**config.mk**
```make
export PLATFORM = sky130hd
export DESIGN_NAME = ir_receiver
export DESIGN_NICKNAME = d
export VERILOG_FILES = /design/src/hw/ir_rx_pkg.sv /design/src/hw/ir_receiver.sv
export VERILOG_INCLUDE_DIRS = /design/src /design/src/hw
export SDC_FILE = /design/constraint.sdc
export NUM_CORES = 1
export LEC_CHECK = 0
export BUFFER_PORTS_ARGS = -buffer_cell sky130_fd_sc_hd__buf_4
export CAP_MARGIN = 25
export CORE_MARGIN = 2
export CORE_UTILIZATION = 53
export CTS_CLUSTER_DIAMETER = 120
export DETAILED_ROUTE_END_ITERATION = 8
export GPL_TIMING_DRIVEN = 0
export PLACE_DENSITY = 0.77
export SETUP_SLACK_MARGIN = 0.05
export SLEW_MARGIN = 20
export SYNTH_ARGS = -nofsm -noshare
export SYNTH_HDL_FRONTEND = slang
export SYNTH_SLANG_ARGS = --single-unit
export TNS_END_PERCENT = 10
```
**constraint.sdc**
```tcl
create_clock -name clock_i -period 3.4 [get_ports clock_i]
set_input_delay 0.34 -clock clock_i [delete_from_list [all_inputs] [get_ports clock_i]]
set_output_delay 0.34 -clock clock_i [all_outputs]
set_load 0.02 [all_outputs]
```
**src/hw/ir_rx_params.svh**
```systemverilog
`ifndef IR_RX_PARAMS_SVH
`define IR_RX_PARAMS_SVH

// ======================================================================
// Register indexes (byte address is four times the index)
`define IRRX_CTRL_IDX   16'hfe27
`define IRRX_IRQC_IDX   16'hfe28
`define IRRX_SHIFT_IDX  16'hfe29
`define IRRX_DATA_IDX   16'hfe2a
`define IRRX_CTPR_IDX   16'hfe2b
`define IRRX_GW_IDX     16'hfe2c
`define IRRX_ZW_IDX     16'hfe2d
`define IRRX_OW_IDX     16'hfe2e
`define IRRX_EXT_IDX    16'hfe2f

// ======================================================================
// Reset values and field layout
`define IRRX_RST_BYTE   8'h00
`define IRRX_RST_CTPR   5'h00
`define IRRX_RUN_BIT    7
`define IRRX_INV_BIT    3
`define IRRX_DIR_BIT    7
`define IRRX_HOLD_BIT   0
`define IRRX_EXT_MASK   8'hbf
`define IRRX_FLAG_MASK  8'haa

// ======================================================================
// Timing
`define IRRX_REF_SUB    3'h6
`define IRRX_REF_ONE    3'h7
`define IRRX_REF_BASE   8'h04
`define IRRX_PRE_BASE_L 6'h04
`define IRRX_PRE_BASE_S 6'h02
`define IRRX_WC_MAX     5'h1f

`endif

```
**src/hw/ir_rx_pkg.sv**
```systemverilog
package ir_rx_pkg;

    typedef enum logic [2:0] {
        FMT_A = 3'h0,
        FMT_B = 3'h1,
        FMT_C = 3'h2,
        FMT_D = 3'h3,
        FMT_E = 3'h4
    } frame_format_t;

    typedef enum logic [2:0] {
        ST_STOP,
        ST_WAIT,
        ST_DATA,
        ST_ERR,
        ST_SUSP
    } rx_state_t;

    typedef struct packed {
        logic [17:0] address;
        logic        read;
        logic        write;
        logic [31:0] writedata;
    } av_req_t;

    typedef struct packed {
        logic [31:0] readdata;
        logic        waitrequest;
    } av_rsp_t;

    typedef struct packed {
        logic        ack;
        logic [7:0]  rdata;
        logic [7:0]  ctrl;
        logic [7:0]  irqc;
        logic [7:0]  shift;
        logic [7:0]  data;
        logic [4:0]  ctpr;
        logic [2:0]  bcnt;
        logic [7:0]  gw;
        logic [7:0]  zw;
        logic [7:0]  ow;
        logic [7:0]  ext;
        logic [1:0]  pin_s;
        logic [2:0]  sub_s;
        logic [6:0]  div;
        logic [3:0]  samp;
        logic        filt;
        logic [4:0]  pre;
        logic [4:0]  wc;
        logic        half;
        logic        gmark;
        rx_state_t   st;
    } ir_state_t;

endpackage

```
**src/hw/ir_receiver.sv**
```systemverilog
// Functional notes
// - Five frame formats: guide/no guide, pulse-position or Manchester.
// - Reference clock from eight sources: 1..128 cycles or subclock.
// - Valid bits shift in; each full byte moves to data, sets flag.
// - Receive-end flag set on the format's end-of-frame condition.
// - One interrupt when any flag and its enable are both set.
// - Hold-mode reception needs subclock; interrupt then releases hold.
// - Shift direction follows extension register bit 7.
// - Shift register clears on stop, guide, first edge, byte move.
// - 3-bit bit counter counts bits, clears like the shift register.
// - Suspend flag parks the receiver after a frame until cleared.
// - Guide divisor select unused in formats C and D.
// - Prescaler uses guide select in guide, data select for data.
// - Formats A to C: divisors 4, 8, 16, 32 reference clocks.
// - Formats D, E: divisors 2, 4, 8, 16 reference clocks.
// - Guide width register unused in formats C and D.
// - Zero width sets data 0 window, one width data 1; D, E: half-bit and full-bit windows.
// - Each limit is five bits: nibble plus extension bit.
// - 5-bit width counter advances on each prescaler count clock.
// - Filter needs four equal samples before accepting a level.
// - Rejection width varies by one reference clock either way.
// - Format codes 0..4 are A..E; other codes are prohibited.
// - Run bit low stops the receiver; high starts it.
// - Polarity bit high inverts the sampled input.
// - Flags set by hardware stay until software writes them clear.
`include "ir_rx_params.svh"

module ir_receiver (
    input  wire logic              clock_i,
    input  wire logic              rst_n_i,
    input  wire ir_rx_pkg::av_req_t av_req_i,
    output ir_rx_pkg::av_rsp_t     av_rsp_o,
    input  wire logic              ir_input_pin_i,
    input  wire logic              subclock_i,
    input  wire logic              hold_mode_i,
    output logic                   irq_o,
    output logic                   hold_release_o
);
    import ir_rx_pkg::*;

    ir_state_t   r_reg;
    ir_state_t   r_next;
    logic [1:0]  rst_sync_reg;
    logic        rst_q;
    logic        req;
    logic        wr_go;
    logic [15:0] idx;
    logic        run;
    logic [2:0]  fmt;
    logic [2:0]  refsel;
    logic        has_guide;
    logic        manch;
    logic        in_guide;
    logic [1:0]  psel;
    logic [6:0]  div_last;
    logic [4:0]  pre_last;
    logic        tick;
    logic        cc;
    logic        pin_lvl;
    logic [3:0]  nsamp;
    logic        edge_det;
    logic        wc_full;
    logic [4:0]  g_hi;
    logic [4:0]  g_lo;
    logic [4:0]  z_hi;
    logic [4:0]  z_lo;
    logic [4:0]  o_hi;
    logic [4:0]  o_lo;
    logic        bitv;
    logic        bitval;

    function automatic logic inr(input logic [4:0] v,
                                 input logic [4:0] lo,
                                 input logic [4:0] hi);
        inr = (v >= lo) && (v <= hi);
    endfunction

    // ==================================================================
    // Reset release
    always_ff @(posedge clock_i or negedge rst_n_i) begin
        if (!rst_n_i) begin
            rst_sync_reg <= 2'h0;
        end else begin
            rst_sync_reg <= {rst_sync_reg[0], 1'b1};
        end
    end
    assign rst_q = rst_sync_reg[1];

    // ==================================================================
    // Decode of configuration
    assign req      = av_req_i.read | av_req_i.write;
    assign wr_go    = av_req_i.write & r_reg.ack;
    assign idx      = av_req_i.address[17:2];
    assign run      = r_reg.ctrl[`IRRX_RUN_BIT];
    assign fmt      = r_reg.ctrl[6:4];
    assign refsel   = r_reg.ctrl[2:0];
    assign has_guide = (fmt == FMT_A) || (fmt == FMT_B) || (fmt == FMT_E);
    assign manch    = (fmt == FMT_D) || (fmt == FMT_E);
    assign in_guide = (r_reg.st == ST_WAIT) && has_guide;
    // guide or data select; C and D never use the guide select
    assign psel     = in_guide ? r_reg.ctpr[4:3] : r_reg.ctpr[2:1];
    assign pre_last = 5'(((fmt <= FMT_C) ? `IRRX_PRE_BASE_L
                                          : `IRRX_PRE_BASE_S) << psel) - 5'h01;
    assign div_last = 7'((`IRRX_REF_BASE << refsel) - 8'h01);
    // five-bit limits; data windows; guide unused in C/D
    assign g_hi = {r_reg.ext[1], r_reg.gw[7:4]};
    assign g_lo = {r_reg.ext[0], r_reg.gw[3:0]};
    assign z_hi = {r_reg.ext[3], r_reg.zw[7:4]};
    assign z_lo = {r_reg.ext[2], r_reg.zw[3:0]};
    assign o_hi = {r_reg.ext[5], r_reg.ow[7:4]};
    assign o_lo = {r_reg.ext[4], r_reg.ow[3:0]};

    // ==================================================================
    // Reference clock and filter
    // source select; cycle clock ticks stop in hold mode
    assign tick = run && ((refsel == `IRRX_REF_SUB)
                          ? (r_reg.sub_s[1] & ~r_reg.sub_s[2])
                          : (!hold_mode_i && ((refsel == `IRRX_REF_ONE) ||
                                              (r_reg.div == div_last))));
    assign pin_lvl  = r_reg.pin_s[1] ^ r_reg.ctrl[`IRRX_INV_BIT];
    assign nsamp    = {r_reg.samp[2:0], pin_lvl};
    // four equal samples, so width is 4 ticks give or take one
    assign edge_det = tick && ((&nsamp) || !(|nsamp))
                      && (nsamp[0] != r_reg.filt);
    assign cc       = tick && (r_reg.pre == pre_last);
    assign wc_full  = (r_reg.wc == `IRRX_WC_MAX);

    // ==================================================================
    // Interrupt
    // four sources gated by their enables
    assign irq_o = |(r_reg.irqc & `IRRX_FLAG_MASK &
                     {r_reg.irqc[6:0], 1'b0});
    // wake only when running from the subclock
    assign hold_release_o = irq_o && (refsel == `IRRX_REF_SUB);

    assign av_rsp_o.readdata    = {24'h000000, r_reg.rdata};
    assign av_rsp_o.waitrequest = req & ~r_reg.ack;

    // ==================================================================
    // Next state
    always_comb begin
        r_next = r_reg;
        bitv   = 1'b0;
        bitval = 1'b0;
        r_next.ack     = req & ~r_reg.ack;
        r_next.pin_s   = {r_reg.pin_s[0], ir_input_pin_i};
        r_next.sub_s   = {r_reg.sub_s[1:0], subclock_i};

        // Bus decode, read capture and writes share one case
        unique case (idx)
            `IRRX_CTRL_IDX: begin
                r_next.rdata = r_reg.ctrl;
                if (wr_go) begin
                    r_next.ctrl = av_req_i.writedata[7:0];
                end
            end
            `IRRX_IRQC_IDX: begin
                r_next.rdata = r_reg.irqc;
                // writing 0 clears a flag, writing 1 leaves it
                if (wr_go) begin
                    r_next.irqc = (av_req_i.writedata[7:0] &
                                   ~`IRRX_FLAG_MASK) |
                                  (av_req_i.writedata[7:0] & r_reg.irqc &
                                   `IRRX_FLAG_MASK);
                end
            end
            `IRRX_SHIFT_IDX: r_next.rdata = r_reg.shift;
            `IRRX_DATA_IDX:  r_next.rdata = r_reg.data;
            `IRRX_CTPR_IDX: begin
                r_next.rdata = {r_reg.ctpr, r_reg.bcnt};
                if (wr_go) begin
                    r_next.ctpr = av_req_i.writedata[7:3];
                end
            end
            `IRRX_GW_IDX: begin
                r_next.rdata = r_reg.gw;
                if (wr_go) begin
                    r_next.gw = av_req_i.writedata[7:0];
                end
            end
            `IRRX_ZW_IDX: begin
                r_next.rdata = r_reg.zw;
                if (wr_go) begin
                    r_next.zw = av_req_i.writedata[7:0];
                end
            end
            `IRRX_OW_IDX: begin
                r_next.rdata = r_reg.ow;
                if (wr_go) begin
                    r_next.ow = av_req_i.writedata[7:0];
                end
            end
            `IRRX_EXT_IDX: begin
                r_next.rdata = r_reg.ext;
                if (wr_go) begin
                    r_next.ext = av_req_i.writedata[7:0] & `IRRX_EXT_MASK;
                end
            end
            default: r_next.rdata = 8'h00;
        endcase
        if (!(req && !r_reg.ack)) begin
            r_next.rdata = r_reg.rdata;
        end
        if (av_req_i.address[1:0] != 2'h0) begin
            r_next.rdata = 8'h00;
        end

        // Timebase
        r_next.div = (!run || tick || r_reg.div == div_last) ?
                     7'h00 : r_reg.div + 7'h01;
        if (tick) begin
            r_next.samp = nsamp;
        end
        if (edge_det) begin
            r_next.filt = nsamp[0];
            r_next.pre  = 5'h00;
            r_next.wc   = 5'h00;
        end else if (tick) begin
            // prescaler wraps at the selected count
            r_next.pre = cc ? 5'h00 : r_reg.pre + 5'h01;
            // width counter saturates to mark silence
            if (cc && !wc_full) begin
                r_next.wc = r_reg.wc + 5'h01;
            end
        end

        unique case (r_reg.st)
            ST_STOP: begin
                r_next.st = ST_WAIT;
            end
            ST_WAIT: begin
                if (edge_det) begin
                    if (!has_guide) begin
                        // first rising edge starts C and D
                        if (nsamp[0]) begin
                            r_next.shift = 8'h00;
                            r_next.bcnt  = 3'h0;
                            r_next.half  = 1'b0;
                            r_next.st    = ST_DATA;
                        end
                    end else if (!nsamp[0]) begin
                        r_next.gmark = (r_reg.wc >= g_hi);
                    end else if (r_reg.gmark && r_reg.wc >= g_lo) begin
                        // valid guide clears and starts data
                        r_next.irqc[7] = 1'b1;
                        r_next.shift   = 8'h00;
                        r_next.bcnt    = 3'h0;
                        r_next.half    = 1'b0;
                        r_next.gmark   = 1'b0;
                        r_next.st      = ST_DATA;
                    end else begin
                        r_next.gmark = 1'b0;
                    end
                end
            end
            ST_DATA: begin
                if (wc_full) begin
                    // silence ends the frame; suspend if asked
                    r_next.irqc[1] = 1'b1;
                    r_next.st = r_reg.ctpr[`IRRX_HOLD_BIT] ? ST_SUSP
                                                           : ST_WAIT;
                end else if (edge_det && manch) begin
                    if (inr(r_reg.wc, o_lo, o_hi)) begin
                        bitv   = 1'b1;
                        bitval = nsamp[0];
                        r_next.half = 1'b0;
                    end else if (inr(r_reg.wc, z_lo, z_hi)) begin
                        bitv   = r_reg.half;
                        bitval = nsamp[0];
                        r_next.half = ~r_reg.half;
                    end else begin
                        r_next.irqc[5] = 1'b1;
                        r_next.st      = ST_ERR;
                    end
                end else if (edge_det && nsamp[0]) begin
                    // space width picks 0, 1 or error
                    if (inr(r_reg.wc, z_lo, z_hi)) begin
                        bitv = 1'b1;
                    end else if (inr(r_reg.wc, o_lo, o_hi)) begin
                        bitv   = 1'b1;
                        bitval = 1'b1;
                    end else begin
                        r_next.irqc[5] = 1'b1;
                        r_next.st      = ST_ERR;
                    end
                end
            end
            ST_ERR: begin
                if (wc_full) begin
                    r_next.st = ST_WAIT;
                end
            end
            ST_SUSP: begin
                // resume once software drops the suspend flag
                if (!r_reg.ctpr[`IRRX_HOLD_BIT]) begin
                    r_next.st = ST_WAIT;
                end
            end
        endcase

        if (bitv) begin
            // direction: 1 enters at bit 0, 0 enters at bit 7
            r_next.shift = r_reg.ext[`IRRX_DIR_BIT] ?
                           {r_reg.shift[6:0], bitval} :
                           {bitval, r_reg.shift[7:1]};
            r_next.bcnt = r_reg.bcnt + 3'h1;
            if (r_reg.bcnt == 3'h7) begin
                // byte moves out and the shift register clears
                r_next.data    = r_next.shift;
                r_next.shift   = 8'h00;
                r_next.irqc[3] = 1'b1;
            end
        end

        if (!run) begin
            r_next.st    = ST_STOP;
            r_next.shift = 8'h00;
            r_next.bcnt  = 3'h0;
            r_next.samp  = 4'h0;
            r_next.filt  = 1'b0;
            r_next.pre   = 5'h00;
            r_next.wc    = 5'h00;
            r_next.gmark = 1'b0;
        end
    end

    // Data register has no defined start value in use; zero is harmless
    always_ff @(posedge clock_i or negedge rst_q) begin
        if (!rst_q) begin
            r_reg <= '{ctpr: `IRRX_RST_CTPR, st: ST_STOP, default: '0};
        end else begin
            r_reg <= r_next;
        end
    end
endmodule

```
==> summary.txt <==
Run status
  • Status: finished, final reports clean

Placed design
  • # placed instances: 909
  • PortBufs: 41
  • Placed wire-length estimate: 13600 um
  • Gp weighted congestion: 0.940

Clock network
  • Maximum clock insertion buffer count: 2
  • Clock root cell: clkbuf_16
  • H-tree depth: 4
  • Clk sinks: 113
  • CTS buffer count: 17
  • Reg clk slew, reported paths: 0.06 ns
  • CTS tree: done
  • Worst-skew pair later-pin latency: 0.42 ns

Worst hold path
  • Worst Hold Depth: 1
  • Hold Path Class: in -> reg

Critical path
  • WP depth: 14
  • Critical-path maximum fanout: 8
  • Worst EP arrival: 3.63 ns
  • Worst R2R Path Depth: 14
  • Slowest stage delay, CP: 0.39 ns
  • Worst setup SP type: register
  • Critical Path RT: 3.70 ns
  • CP cell instances: buf_6 -> or3_4 -> ha_2 -> buf_6 -> nor4b_4 -> o31ai_2 -> a31oi_2 -> o211ai_2 -> a2111oi_4 -> buf_4 -> buf_6 -> a211oi_4 -> buf_6 -> a22o_1
  • Worst path bufs/invs: 5
  • Setup slack, reg-to-reg: 0.07 ns
  • Crit Path Category: reg -> reg
  • CP most frequent cell: buf_6
  • CP max stage cell: or3_4
  • Worst setup EP type: register
  • Cell family with most CP delay: compound AO/OA/AOI/OAI gates

Timing
  • Final Setup Violations: 0
  • Endpoints failing hold: 0
  • Fmax: 300 MHz
  • Slew @ Worst Pin: 1.06 ns
  • Hold_ws: 0.0243 ns
  • Slew Viols, Final: 0
  • Slew headroom: 27.2%
  • Period utilization: 98.1%
  • Clk_skew: 0.00961 ns
  • Min Clock Period, post-route: 3.33 ns

Final layout
  • NumNets Final: 875
  • Post-layout util: 66.6%
  • Layout cells sized above 1: 27.9%
  • Antenna diodes: 0
  • Layout area overhead: 23.0%
  • Max reg flops: 74
  • Non-filler cells, final: 963

Synth
  • Yosys top cell by area: dfrtp_1
  • Post-synth ARST share: 100%
  • Synthesized instance count: 670
  • Yosys synthesis warning count: 0
  • #FFs+latches synth: 113
  • Mapped Area: 6810 um2
  • Synth cell types: 76
  • EDFF count, synth: 0
  • Mean area per synthesized cell: 10.2 um2
  • Top post-synthesis cells by area: dfrtp_1 42%, ha_1 7.3%, mux2_2 6.6%, buf_4 3.7%, nand2_1 3.0%
  • Seq/Total Area, Yosys: 41.5%
  • Prevailing post-synth register cell: dfrtp_1
  • Yosys top cell area share: 41.5%

Floorplan
  • Die height: 117 um
  • I/O pins: 92
  • Core area: 12600 um2
  • Initial Utilization: 54.2%
  • Horiz. Die Dim: 117 um
  • Die Area: 13800 um2
  • Row cnt: 41

Routing
  • Total iterations of the first detailed-routing run: 7
  • Post-route antenna net violation count: 0
  • DRT Wirelength: 19600 um
  • Vias per Instance: 6.09
  • Drt first-iter violations: 773
  • WL met3: 1720 um
  • Drc violations: 0
  • Top Layer Used: met4
  • Met1 WL: 7830 um
  • Avg WL per Cell: 20.4 um
  • WL met2: 9410 um
  • Via count: 5869

GRT
  • Initial antenna violation count: 0
  • First-pass GRT wire length: 29800 um
  • Vias in the first global route: 5759
  • Largest net degree at the start of global routing: 46
  • Gr usage total: 27.5%
  • GRT Residual Overflow: 0

Flow run
  • Max cap viols: 0

Power
  • Worst IR drop on VDD: 0.000343 V
  • Tot Pwr: 3.08 mW
  • Pleak: 3.98 nW
  • Pwr Density: 367 nW/um2
Yosys cell counts, types with 6 or more instances:
| cell | instances |
|---|---|
| clkbuf_1 | 11 |
| a22o_1 | 19 |
| and3_1 | 7 |
| mux2_2 | 40 |
| mux2_1 | 9 |
| xor2_1 | 6 |
| buf_4 | 34 |
| nor2b_1 | 6 |
| xnor2_1 | 8 |
| buf_2 | 6 |
| a222oi_1 | 7 |
| or3_1 | 6 |
| a22oi_1 | 11 |
| a221oi_1 | 8 |
| nand2b_1 | 10 |
| nand4_1 | 6 |
| nand3_1 | 23 |
| inv_1 | 37 |
| nor3_1 | 12 |
| a21oi_1 | 15 |
| a31oi_1 | 12 |
| nor2_1 | 32 |
| ha_1 | 40 |
| a21o_1 | 15 |
| nand2_1 | 54 |
| o21ai_0 | 36 |
| dfrtp_1 | 113 |
worst register-to-register path, stage by stage, from the launching register on:
cell	delay [ns]
dfrtp_1	0.38
buf_6	0.14
or3_4	0.39
ha_2	0.20
buf_6	0.13
nor4b_4	0.24
o31ai_2	0.10
a31oi_2	0.33
o211ai_2	0.18
a2111oi_4	0.36
buf_4	0.19
buf_6	0.12
a211oi_4	0.07
buf_6	0.16
a22o_1	0.23
where the power goes:
group | switching (mW) | total [mW] | leakage [nW] | internal (mW)
clock network | 0.634 | 1.57 | 0.252 | 0.938
registers | 0.00793 | 1.36 | 1.46 | 1.35
logic | 0.0873 | 0.145 | 2.28 | 0.0576
total | 0.729 | 3.08 | 3.98 | 2.35
layer usage:
layer | vias up | global-route usage [%]
li1 | 2631 | -
met1 | 2886 | 34.5
met2 | 298 | 44.1
met3 | 54 | 7.25
met4 | 0 | 13.4
met5 | - | 0
repair_timing:
item,CTS,global route
setup endpoints to repair,36,35
gates resized for setup,12,34
hold buffers,1,0
pin swaps,4,10
endpoints found under the hold margin,2,0
setup buffers,2,17
cloned,0,1
layout by cell type, fill, tap and decap left out, types with 5 or more instances in the layout:
cell type,count
a22o_1,19
a22oi_1,11
mux2_2,40
xnor2_1,7
clkinv_2,7
o21ai_0,35
xor2_1,6
conb_1,25
nand2b_1,10
nor2b_1,6
clkbuf_16,17
a21o_1,15
nand3_1,23
ha_1,37
or3_1,6
buf_4,93
mux2i_1,5
nor2_1,31
a31oi_1,11
nand2_1,52
a21oi_1,14
mux2_1,9
clkbuf_1,14
dfrtp_1,112
nand4_1,6
and3_1,7
a222oi_1,7
buf_6,7
inv_1,37
a221oi_1,8
nor3_1,11
stage by stage:
| step | instance area [um2] | setup WS, ns | TNS (ns) |
|---|---|---|---|
| floorplan | 6900 | 0.163 | 0 |
| global placement | 7420 | -0.171 | -0.987 |
| detailed placement | 7500 | -0.316 | -3.91 |
| CTS | 8100 | 0.0252 | 0 |
| global route | 8370 | -0.0426 | -0.413 |
| finish | 8370 | 0.0653 | 0 |
layout make-up:
| class | count | area (um2) |
|---|---|---|
| repair buffers | 66 | 554 |
| well taps | 172 | 215 |
| fillers | 952 | 4190 |
| inverters | 38 | 143 |
| clock buffers | 21 | 450 |
| clock inverters | 11 | 66.3 |
| plain buffers | 54 | 372 |
| flip-flops and latches | 113 | 2830 |
| multi-input cells | 488 | 3740 |
cell families (layout without fill, tap and decap cells):
group	count (synthesis)	after routing	share of synthesized area, %
multiplexers	55	55	9.17
AO/OA/AOI/OAI	164	164	17.7
XOR/XNOR	14	14	1.80
flip-flops	113	113	41.5
adder cells (fa/ha/maj)	40	40	7.35
other	2	25	0.110
AND/OR/NAND/NOR	190	190	15.0
buffers and inverters	92	190	7.39
path summary, 6_finish.rpt:
check	startpoint	endpoint
worst max register to register	r_reg[97]$_DFFE_PN0P_	r_reg[84]$_DFFE_PN0P_
worst min register to register	rst_sync_reg[1]$_DFF_PN0_	r_reg[11]$_DFFE_PN0P_
worst min-delay path	subclock_i	r_next[28]$_DFF_PN0_
worst max-delay path	r_reg[97]$_DFFE_PN0P_	r_reg[84]$_DFFE_PN0P_
max in group asynchronous	rst_sync_reg[1]$_DFF_PN0_	r_reg[81]$_DFFE_PN0P_
min in group asynchronous	rst_n_i	rst_sync_reg[1]$_DFF_PN0_
Note: power is estimated with default switching activity, not from simulation.
